File: src/scan_defs.svh
// offsets, field positions and reset values of the scan control slice
`ifndef SCAN_DEFS_SVH
`define SCAN_DEFS_SVH

`define SCAN_OFF_SRC_OUT 3'h0
`define SCAN_OFF_CNT_DIV 3'h1
`define SCAN_OFF_COUNTER 3'h2
`define SCAN_OFF_STATUS 3'h3

`define SCAN_RST_SRC_OUT 16'h0000
`define SCAN_RST_CNT_DIV 16'h0000
`define SCAN_RST_COUNTER 16'h0000

`define SCAN_SRC_LO 4
`define SCAN_SRC_HI 6
`define SCAN_FE_HI 3
`define SCAN_CLR_ON_READ 15
`define SCAN_CNT_EN_HI 14
`define SCAN_CNT_EN_LO 12
`define SCAN_Q7_EN 11
`define SCAN_Q6_EN 10
`define SCAN_DIVB_HI 9
`define SCAN_DIVB_LO 7
`define SCAN_DIVA_HI 6
`define SCAN_DIVA_LO 4
`define SCAN_AUXDIV_HI 3
`define SCAN_AUXDIV_LO 2
`define SCAN_SMDIV_HI 1
`define SCAN_SMDIV_LO 0
`define SCAN_STATUS_FLAG0 0

`endif

File: src/scan_pkg.sv
// types shared by the scan control slice
package scan_pkg;

  typedef struct packed {
    logic [2:0] addr;
    logic [15:0] wdata;
    logic wr;
    logic rd;
  } reg_req_t;

  // each output bit owns two codes: set event, then reset event
  typedef enum logic [2:0] {
    SRC_B0_SET = 3'h0,
    SRC_B0_RESET = 3'h1,
    SRC_B1_SET = 3'h2,
    SRC_B1_RESET = 3'h3,
    SRC_B2_SET = 3'h4,
    SRC_B2_RESET = 3'h5,
    SRC_B3_SET = 3'h6,
    SRC_B3_RESET = 3'h7
  } flag_src_t;

endpackage

File: src/edge_divider.sv
// divides a sampled clock by counting its rising edges and toggling a level
`timescale 1ns/1ps
module edge_divider (
  input wire logic clk,
  input wire logic resetn,
  input wire logic tick,
  input wire logic src_level,
  input wire logic bypass,
  input wire logic [7:0] half,
  output logic out_r
);
  logic [7:0] cnt_r;
  logic [7:0] cnt_nxt;
  logic out_nxt;

  // a half period shrunk below the running count wraps at once instead of running to 255
  always_comb
  begin
    cnt_nxt = cnt_r;
    out_nxt = out_r;
    if (bypass)
    begin
      cnt_nxt = 8'h00;
      out_nxt = src_level;
    end
    else if (tick)
    begin
      if (cnt_r + 8'h01 >= half)
      begin
        cnt_nxt = 8'h00;
        out_nxt = ~out_r;
      end
      else
      begin
        cnt_nxt = cnt_r + 8'h01;
      end
    end
  end

  always_ff @(posedge clk or negedge resetn)
  begin
    if (!resetn)
    begin
      cnt_r <= 8'h00;
      out_r <= 1'b0;
    end
    else
    begin
      cnt_r <= cnt_nxt;
      out_r <= out_nxt;
    end
  end
endmodule

File: src/scan_ctl.sv
// scan interface control slice: flag source, counter clear, state gating, dividers
// ----------------------------------------------------------------------------
// Summary of operation
// - bits 6-4 pick the flag-zero setting edge
// - clear-on-read bit 15 empties counter when read
// - bit 11 gates state bit seven into next-state
// - bit 10 gates state bit six into next-state
// - trigger divides aux clock by 2(2A+1)(2B+1)
// - bits 3-2 divide aux clock by 1,2,4,8
// - bits 1-0 divide sub-main clock by 1,2,4,8
// ----------------------------------------------------------------------------
//
// The register offsets and the plain strobed port were left to the implementer.
`timescale 1ns/1ps
`include "scan_defs.svh"
module scan_ctl (
  input wire logic clk,
  input wire logic resetn,
  input scan_pkg::reg_req_t req,
  output logic [15:0] rdata_r,
  input wire logic [3:0] front_end_out,
  input wire logic count_event,
  input wire logic state_bit_six,
  input wire logic state_bit_seven,
  input wire logic aux_clk_in,
  input wire logic sub_main_clock,
  output logic scan_flag_zero_r,
  output logic state_bit_six_used_r,
  output logic state_bit_seven_used_r,
  output logic trigger_r,
  output logic aux_div_r,
  output logic sub_main_div_r,
  output logic [2:0] counter_enables_r
);

  // ----------------------------------------------------------------------------
  // register state
  // ----------------------------------------------------------------------------
  logic [15:0] src_out_r;
  logic [15:0] src_out_nxt;
  logic [15:0] cnt_div_r;
  logic [15:0] cnt_div_nxt;
  logic [15:0] event_counter_r;
  logic [15:0] event_counter_nxt;
  logic [15:0] rdata_nxt;
  logic scan_flag_zero_nxt;
  logic [3:0] fe_r;
  logic [3:0] fe_prev_r;
  logic flag_event;
  logic [1:0] sel_bit;
  logic sel_now;
  logic sel_prev;
  logic [15:0] read_mux;

  scan_pkg::flag_src_t flag_src;
  assign flag_src = scan_pkg::flag_src_t'(src_out_r[`SCAN_SRC_HI:`SCAN_SRC_LO]);

  // ----------------------------------------------------------------------------
  // flag zero source
  // ----------------------------------------------------------------------------
  // the upper code bits name the output bit, the lowest picks set or reset edge
  assign sel_bit = flag_src[2:1];
  assign sel_now = fe_r[sel_bit];
  assign sel_prev = fe_prev_r[sel_bit];
  assign flag_event = flag_src[0] ? (sel_prev & ~sel_now) : (~sel_prev & sel_now);

  // ----------------------------------------------------------------------------
  // read mux and register updates
  // ----------------------------------------------------------------------------
  always_comb
  begin
    read_mux = 16'h0000;
    if (req.addr == `SCAN_OFF_SRC_OUT)
    begin
      read_mux = {src_out_r[15:`SCAN_FE_HI + 1], fe_r};
    end
    else if (req.addr == `SCAN_OFF_CNT_DIV)
    begin
      read_mux = cnt_div_r;
    end
    else if (req.addr == `SCAN_OFF_COUNTER)
    begin
      read_mux = event_counter_r;
    end
    else if (req.addr == `SCAN_OFF_STATUS)
    begin
      read_mux = {15'h0000, scan_flag_zero_r};
    end
  end

  always_comb
  begin
    src_out_nxt = src_out_r;
    cnt_div_nxt = cnt_div_r;
    event_counter_nxt = event_counter_r;
    scan_flag_zero_nxt = scan_flag_zero_r;
    rdata_nxt = 16'h0000;
    if (req.rd)
    begin
      rdata_nxt = read_mux;
    end
    if (req.wr && req.addr == `SCAN_OFF_SRC_OUT)
    begin
      // the front-end output bits are read-only
      src_out_nxt = {req.wdata[15:`SCAN_FE_HI + 1], 4'h0};
    end
    if (req.wr && req.addr == `SCAN_OFF_CNT_DIV)
    begin
      cnt_div_nxt = req.wdata;
    end
    if (req.rd && req.addr == `SCAN_OFF_COUNTER && cnt_div_r[`SCAN_CLR_ON_READ])
    begin
      event_counter_nxt = 16'h0000;
    end
    else if (req.wr && req.addr == `SCAN_OFF_COUNTER)
    begin
      event_counter_nxt = req.wdata;
    end
    // an event in the clearing cycle is kept: it counts from zero
    if (count_event)
    begin
      event_counter_nxt = event_counter_nxt + 16'h0001;
    end
    if (req.wr && req.addr == `SCAN_OFF_STATUS && req.wdata[`SCAN_STATUS_FLAG0])
    begin
      scan_flag_zero_nxt = 1'b0;
    end
    // set wins over a clear in the same cycle
    if (flag_event)
    begin
      scan_flag_zero_nxt = 1'b1;
    end
  end

  always_ff @(posedge clk or negedge resetn)
  begin
    if (!resetn)
    begin
      src_out_r <= `SCAN_RST_SRC_OUT;
      cnt_div_r <= `SCAN_RST_CNT_DIV;
      event_counter_r <= `SCAN_RST_COUNTER;
      scan_flag_zero_r <= 1'b0;
      rdata_r <= 16'h0000;
      fe_r <= 4'h0;
      fe_prev_r <= 4'h0;
    end
    else
    begin
      src_out_r <= src_out_nxt;
      cnt_div_r <= cnt_div_nxt;
      event_counter_r <= event_counter_nxt;
      scan_flag_zero_r <= scan_flag_zero_nxt;
      rdata_r <= rdata_nxt;
      fe_r <= front_end_out;
      fe_prev_r <= fe_r;
    end
  end

  // ----------------------------------------------------------------------------
  // state bit gating and counter enables
  // ----------------------------------------------------------------------------
  logic q6_nxt;
  logic q7_nxt;

  always_comb
  begin
    q6_nxt = cnt_div_r[`SCAN_Q6_EN] & state_bit_six;
    q7_nxt = cnt_div_r[`SCAN_Q7_EN] & state_bit_seven;
  end

  always_ff @(posedge clk or negedge resetn)
  begin
    if (!resetn)
    begin
      state_bit_six_used_r <= 1'b0;
      state_bit_seven_used_r <= 1'b0;
      counter_enables_r <= 3'h0;
    end
    else
    begin
      state_bit_six_used_r <= q6_nxt;
      state_bit_seven_used_r <= q7_nxt;
      counter_enables_r <= cnt_div_r[`SCAN_CNT_EN_HI:`SCAN_CNT_EN_LO];
    end
  end

  // ----------------------------------------------------------------------------
  // clock dividers
  // ----------------------------------------------------------------------------
  // the source clocks are sampled, so they must run below a quarter of clk
  logic aux_r;
  logic aux_prev_r;
  logic sm_r;
  logic sm_prev_r;
  logic aux_tick;
  logic sm_tick;
  logic [7:0] trig_half;
  logic [7:0] aux_half;
  logic [7:0] sm_half;
  logic [3:0] odd_a;
  logic [3:0] odd_b;

  always_ff @(posedge clk or negedge resetn)
  begin
    if (!resetn)
    begin
      aux_r <= 1'b0;
      aux_prev_r <= 1'b0;
      sm_r <= 1'b0;
      sm_prev_r <= 1'b0;
    end
    else
    begin
      aux_r <= aux_clk_in;
      aux_prev_r <= aux_r;
      sm_r <= sub_main_clock;
      sm_prev_r <= sm_r;
    end
  end

  assign aux_tick = aux_r & ~aux_prev_r;
  assign sm_tick = sm_r & ~sm_prev_r;

  // toggling every (2A+1)(2B+1) edges gives a full period of twice that
  assign odd_a = {cnt_div_r[`SCAN_DIVA_HI:`SCAN_DIVA_LO], 1'b1};
  assign odd_b = {cnt_div_r[`SCAN_DIVB_HI:`SCAN_DIVB_LO], 1'b1};
  assign trig_half = 8'(odd_a) * 8'(odd_b);
  assign aux_half = 8'(8'h01 << (cnt_div_r[`SCAN_AUXDIV_HI:`SCAN_AUXDIV_LO] - 2'h1));
  assign sm_half = 8'(8'h01 << (cnt_div_r[`SCAN_SMDIV_HI:`SCAN_SMDIV_LO] - 2'h1));

  edge_divider u_trigger (
    .clk(clk),
    .resetn(resetn),
    .tick(aux_tick),
    .src_level(aux_r),
    .bypass(1'b0),
    .half(trig_half),
    .out_r(trigger_r)
  );

  edge_divider u_aux (
    .clk(clk),
    .resetn(resetn),
    .tick(aux_tick),
    .src_level(aux_r),
    .bypass(cnt_div_r[`SCAN_AUXDIV_HI:`SCAN_AUXDIV_LO] == 2'h0),
    .half(aux_half),
    .out_r(aux_div_r)
  );

  edge_divider u_sub_main (
    .clk(clk),
    .resetn(resetn),
    .tick(sm_tick),
    .src_level(sm_r),
    .bypass(cnt_div_r[`SCAN_SMDIV_HI:`SCAN_SMDIV_LO] == 2'h0),
    .half(sm_half),
    .out_r(sub_main_div_r)
  );
endmodule

File: config.mk
export PLATFORM = sky130hd
export DESIGN_NAME = scan_ctl
export DESIGN_NICKNAME = d
export VERILOG_FILES = /design/src/scan_pkg.sv /design/src/edge_divider.sv /design/src/scan_ctl.sv
export VERILOG_INCLUDE_DIRS = /design/src
export SDC_FILE = /design/constraint.sdc
export NUM_CORES = 1
export LEC_CHECK = 0
export ABC_AREA = 1
export BUFFER_PORTS_ARGS = -buffer_cell sky130_fd_sc_hd__buf_2
export CELL_PAD_IN_SITES_DETAIL_PLACEMENT = 1
export CELL_PAD_IN_SITES_GLOBAL_PLACEMENT = 1
export CORE_UTILIZATION = 28
export DETAILED_ROUTE_END_ITERATION = 6
export GPL_TIMING_DRIVEN = 1
export PLACE_DENSITY = 0.58
export SKIP_CTS_REPAIR_TIMING = 1
export SYNTH_ARGS = -nofsm -noshare
export SYNTH_HDL_FRONTEND = slang
export SYNTH_SLANG_ARGS = --single-unit
File: constraint.sdc
create_clock -name clk -period 6.28 [get_ports clk]
set_input_delay 0.628 -clock clk [delete_from_list [all_inputs] [get_ports clk]]
set_output_delay 0.628 -clock clk [all_outputs]
set_load 0.01 [all_outputs]
==> flow_metrics.py, run 1 <==
metrics = {
    "layout": {
        "layout-drive-gt1-share_pct": 12.8,
        "mostFrequentLayoutCell": "nand2_1",
        "fin_nets": 788,
        "area_growth_pct": 15.0,
        "final_cell_mix": "nand2_1, dfrtp_1, inv_1",
        "antenna_cells": 0,
    },
    "sta": {
        "slew_violations": 0,
        "slew_headroom_pct": 30.2,
        "fmax_mhz": 254,
        "worst_pin_slew_ns": 1.05,
        "hold_viol": 0,
        "fin_ws_ns": 2.34,
        "finalSetupTns_ns": 0,
        "fin_crit_ns": 3.94,
        "finalSetupViolCount": 0,
        "finClkSkew_ns": 0.00431,
        "rsz0062_at_grt": "false",
        "period_share_pct": 62.7,
    },
    "clocking": {
        "cts.sinks": 105,
        "cts_root_buf": "clkbuf_16",
        "clock_path_buffers": 2,
        "tritoncts": "built",
        "cts.clk_slew.worst_paths_ns": 0.07,
        "numCtsBuffers": 9,
        "clock_latency_ns": 0.36,
        "htree_levels": 3,
    },
    "routing": {
        "firstDrtPassIters": 4,
        "wirelength_mm": 14.9,
        "remaining_drc_errors": 0,
        "via_per_inst": 4.59,
        "vias": 4558,
        "drtIter0Drc": 143,
        "avgRoutedWirePerCell_um": 15.0,
        "drt.antenna.violating_nets": 0,
    },
    "placed_design": {
        "post-place-ws_ns": 2.27,
        "gp_congestion": 0.746,
        "dpl.hpwl_mm": 11.0,
        "port-buffer-count": 56,
    },
    "die": {
        "die_h_um": 144,
        "ioPinCount": 57,
        "start_util_pct": 28.7,
        "dieWidth_um": 144,
        "core_area_mm2": 0.0196,
        "design.die.area_mm2": 0.0207,
        "row_count": 51,
    },
    "critical_path": {
        "crit_path_max_fanout": 8,
        "crit_type": "reg2reg",
        "crit_required_ns": 6.55,
        "cp.arrival_ns": 4.20,
        "worst_setup_path_start_kind": "flop",
        "crit_path_end_kind": "flop",
    },
    "power_and_ir_drop": {
        "power.leakage_uw": 0.00342,
        "ir_drop_mv": 0.121,
        "power_uw": 2230,
        "power_density_mw_per_mm2": 345,
    },
    "synth": {
        "synth_cells": 671,
        "synth.avg_cell_area_um2": 8.39,
        "syn_area_mm2": 0.00563,
        "yosys.area.top_type": "dfrtp_1",
        "ys_ff_latch": 105,
        "synth_fp_nets": 737,
        "ys_seq_area_share_pct": 46.7,
        "netlist_top_cells_area": "dfrtp_1, nand2_1, ha_1",
        "synth.distinct_cells": 36,
        "ys_warn_count": 0,
        "synth.top_cell.area_share_pct": 46.7,
    },
    "grt": {
        "grt_max_degree": 61,
        "antenna_found_initial": 0,
        "grt_pass1_wl_mm": 24.6,
        "grtUsageTotal_pct": 15.6,
        "grt_overflow_total": 0,
        "grt_pass1_vias": 4827,
    },
    "outcome": {
        "status": "finished, final reports clean",
    },
    "hold_path": {
        "min_path_type": "in2async",
    },
    "run": {
        "drv_cap": 0,
    },
}
==> registers in the layout, indices dropped and copies added (netlist names) <==
register / flops
fe_r: 4
u_sub_main.out_r: 1
event_counter_r: 16
rdata_r: 16
aux_r: 1
fe_prev_r: 4
u_trigger.cnt_r: 8
src_out_r: 12
aux_prev_r: 1
cnt_div_r: 16
u_aux.cnt_r: 8
scan_flag_zero_r: 1
sm_r: 1
state_bit_seven_used_r: 1
state_bit_six_used_r: 1
u_trigger.out_r: 1
counter_enables_r: 3
u_sub_main.cnt_r: 8
u_aux.out_r: 1
sm_prev_r: 1
==> critical path: stages (launching register included) <==
cell and delay, ns:
dfrtp_1 0.45, nand2_1 0.09, inv_1 0.05, fa_1 0.49, fa_1 0.42, ha_1 0.35, a21oi_1 0.16, o21ai_0 0.16
a21o_1 0.19, a21oi_1 0.14, xor2_1 0.18, ha_1 0.26, nand2_1 0.10, nor2_1 0.06, a211oi_1 0.16, nand3_1 0.12
inv_1 0.22, nand3_1 0.11, o21ai_0 0.13
==> kinds of logic (layout without fill, tap and decap cells) <==
family          count (synthesis)  after routing  share of synthesized area (%)
simple gates                  288            288                           22.5
buf+inv                       115            171                           8.11
compound gates                105            105                           10.9
flops                         105            105                           46.7
fa+ha+maj                      34             34                           8.09
xor+xnor                       24             24                           3.73
==> metal layers <==
layer	vias to the layer above	track usage (%)	wire length [um]	share of wire, %
met3	8	3.60	388	2.6
met4	0	4.20	126	0.85
met2	44	27.0	7430	50
met1	2235	19.3	6950	47
li1	2271	-	-	-
met5	-	0	0	0
==> per-stage QoR <==
step	hold WS [ns]	instances	util, %	instance area, um2
after global placement	0.387	976	31.5	6170
after floorplan	0.332	671	-	5630
after CTS	0.295	992	33.0	6470
after detailed placement	0.387	976	31.5	6170
final	0.278	992	33.0	6470
after global routing	0.313	992	33.0	6470
==> final cells by class <==
cell class                 count  area (um2)
timing repair buffer          58         298
clock buffer                  10         239
tap                          265         332
multi-input combinational    451        2540
clock inverter                 6        66.3
fill                        2387       13100
inverter                      97         364
sequential                   105        2630
==> path summary, 6_finish.rpt <==
check | cells past startpoint | to | slack (ns) | startpoint
min in group clk | 1 | sm_r$_DFF_PN0_ | 0.37 | sub_main_clock
max reg2reg | 18 | u_trigger.cnt_r[5]$_DFFE_PN0P_ | 2.34 | cnt_div_r[8]$_DFFE_PN0P_
min reg2reg | 0 | counter_enables_r[2]$_DFF_PN0_ | 0.41 | cnt_div_r[14]$_DFFE_PN0P_
min | 1 | u_trigger.cnt_r[2]$_DFFE_PN0P_ | 0.28 | resetn
max in group asynchronous | 2 | fe_prev_r[2]$_DFF_PN0_ | 4.80 | resetn
max | 18 | u_trigger.cnt_r[5]$_DFFE_PN0P_ | 2.34 | cnt_div_r[8]$_DFFE_PN0P_
==> power breakdown <==
| part | internal (uW) | total, uW | switching [uW] |
|---|---|---|---|
| Combinational | 280 | 747 | 467 |
| Sequential | 803 | 898 | 94.4 |
| Clock | 322 | 585 | 264 |
| Total | 1400 | 2230 | 825 |
==> cells in the mapped netlist, drive strengths merged <==
| cell | number |
|---|---|
| nand2 | 150 |
| dfrtp | 105 |
| inv | 97 |
| nor2 | 74 |
| o21ai | 63 |
| nand3 | 45 |
| ha | 30 |
| xor2 | 19 |
| a221oi | 13 |
| nand4 | 13 |
| a21oi | 12 |
| buf | 10 |
| clkbuf | 8 |
| xnor2 | 5 |
| fa | 4 |
| a31oi | 3 |
| nor3 | 3 |
| o211ai | 3 |
| a211oi | 2 |
| a21boi | 2 |
| nand3b | 2 |
| o21a | 2 |
| o22ai | 2 |
| a21o | 1 |
| a22oi | 1 |
| a32o | 1 |
| and2 | 1 |
Note: power is estimated with default switching activity, not from simulation.
==> run 2: changes to the inputs <==
Clock period 6.28 ns to 3.75 ns, I/O delays scaled along.
==> run 2 against run 1 <==
  * Non-clock buffer count grew 9
  * Die area unchanged
  * Clock skew grew 0.0038 ns
  * Register-to-register slack got worse by 2.3 ns
  * Critical endpoint is now u_trigger.cnt_r[4]$_DFFE_PN0P_
  * Largest power group unchanged
==> flow_metrics.py, run 2 (synthesis results as in run 1) <==
metrics = {
    "sta": {
        "finClkSkew_ns": 0.00812,
        "worst_pin_slew_ns": 1.32,
        "rsz0062_at_grt": "true",
        "hold_viol": 0,
        "fin_ws_ns": 0.0152,
        "slew_headroom_pct": 12.0,
        "fin_crit_ns": 3.73,
        "slew_violations": 0,
        "finalSetupViolCount": 0,
        "fmax_mhz": 268,
        "finalSetupTns_ns": 0,
        "period_share_pct": 99.6,
    },
    "clocking": {
        "clock_latency_ns": 0.36,
        "cts.sinks": 105,
        "numCtsBuffers": 9,
        "htree_levels": 3,
        "cts.clk_slew.worst_paths_ns": 0.08,
        "cts_root_buf": "clkbuf_16",
        "tritoncts": "built",
        "clock_path_buffers": 2,
    },
    "routing": {
        "drt.antenna.violating_nets": 0,
        "via_per_inst": 4.64,
        "firstDrtPassIters": 4,
        "wirelength_mm": 15.7,
        "drtIter0Drc": 110,
        "vias": 4640,
        "avgRoutedWirePerCell_um": 15.7,
        "remaining_drc_errors": 0,
    },
    "placed_design": {
        "port-buffer-count": 56,
        "dpl-instance-area_mm2": 0.00622,
        "gp_congestion": 0.815,
        "post-place-ws_ns": -0.210,
        "dpl.hpwl_mm": 11.5,
        "numPlacedInstances": 981,
    },
    "die": {
        "dieWidth_um": 144,
        "core_area_mm2": 0.0196,
        "design.die.area_mm2": 0.0207,
        "row_count": 51,
        "ioPinCount": 57,
        "die_h_um": 144,
        "start_util_pct": 28.7,
    },
    "critical_path": {
        "worst_path_max_delay_cell": "fa_1",
        "crit_required_ns": 4.03,
        "max_stage_delay_ns": 0.55,
        "cp_common_cell": "nand2_2",
        "worst_setup_path_start_kind": "flop",
        "crit_path_end_kind": "flop",
        "cp.arrival_ns": 4.02,
        "crit_type": "reg2reg",
        "path_cells": "nand2_2, inv_2, fa_1, fa_2, ha_4, nand2_2, o21ai_2, a21o_1, a21oi_2, xor2_1, ha_1, buf_6, a211oi_2, nand3_2, clkinv_4, nand3_1, o21ai_1",
        "crit_family": "adder cells",
        "path_buf_inv": 3,
        "crit_path_max_fanout": 8,
    },
    "power_and_ir_drop": {
        "power.leakage_uw": 0.00347,
        "power_density_mw_per_mm2": 589,
        "power_uw": 3920,
        "ir_drop_mv": 0.239,
    },
    "layout": {
        "reg_top3": "cnt_div_r x16, event_counter_r x16, rdata_r x16",
        "finalNonFillerCells": 1001,
        "multiInputGateArea_mm2": 0.00264,
        "mostFrequentLayoutCell": "nand2_1",
        "layout-drive-gt1-share_pct": 17.3,
        "area_growth_pct": 18.3,
        "final_cell_mix": "nand2_1, dfrtp_1, inv_1",
        "post-route-cell-area_mm2": 0.00666,
        "fin_nets": 797,
        "regArea_mm2": 0.00263,
        "antenna_cells": 0,
        "num-fill-cells": 2368,
    },
    "outcome": {
        "status": "finished, final reports clean",
    },
    "hold_path": {
        "min_path_type": "in2async",
    },
    "grt": {
        "grt_overflow_total": 0,
        "antenna_found_initial": 0,
        "grtUsageTotal_pct": 16.3,
        "grt_pass1_wl_mm": 25.8,
        "grt_pass1_vias": 5139,
        "grt_max_degree": 66,
    },
    "run": {
        "drv_cap": 0,
    },
}
-- run 2: area by class of cell --
type | instances | share of cell area [%]
Inverter | 97 | 5.54
Sequential cell | 105 | 39.5
Clock inverter | 6 | 0.977
Clock buffer | 10 | 3.59
Tap cell | 265 | 4.98
Timing Repair Buffer | 67 | 5.79
Multi-Input combinational cell | 451 | 39.6
-- run 2: per-stage QoR --
stage,utilization (%),hold slack (ns)
floorplan,-,0.0794
global placement,31.7,0.395
detailed placement,31.7,0.395
CTS,33.3,0.108
global route,34.0,0.103
finish,34.0,0.118
-- run 2: power by group --
group	total [uW]	leakage (uW)	internal [uW]	switching, uW
Sequential	1500	0.00133	1350	156
Combinational	1410	0.00199	548	866
Clock	1000	0.000149	540	463
Total	3920	0.00347	2430	1480
-- run 2: routing by layer --
metal	global-route usage, %	wire length (um)
met5	0	0
met1	19.1	7000
met2	30.0	8200
met4	4.42	157
met3	3.10	351
-- run 2: path summary, 6_finish.rpt --
path,from,end,slack [ns],cells past startpoint
max in group asynchronous,resetn,fe_prev_r[3]$_DFF_PN0_,2.90,2
worst min-delay path,resetn,u_trigger.cnt_r[3]$_DFFE_PN0P_,0.12,1
worst min register to register,cnt_div_r[13]$_DFFE_PN0P_,counter_enables_r[1]$_DFF_PN0_,0.41,0
worst max register to register,cnt_div_r[5]$_DFFE_PN0P_,u_trigger.cnt_r[4]$_DFFE_PN0P_,0.02,17
worst max-delay path,cnt_div_r[5]$_DFFE_PN0P_,u_trigger.cnt_r[4]$_DFFE_PN0P_,0.02,17
min in group clk,front_end_out[1],fe_r[1]$_DFF_PN0_,0.12,1
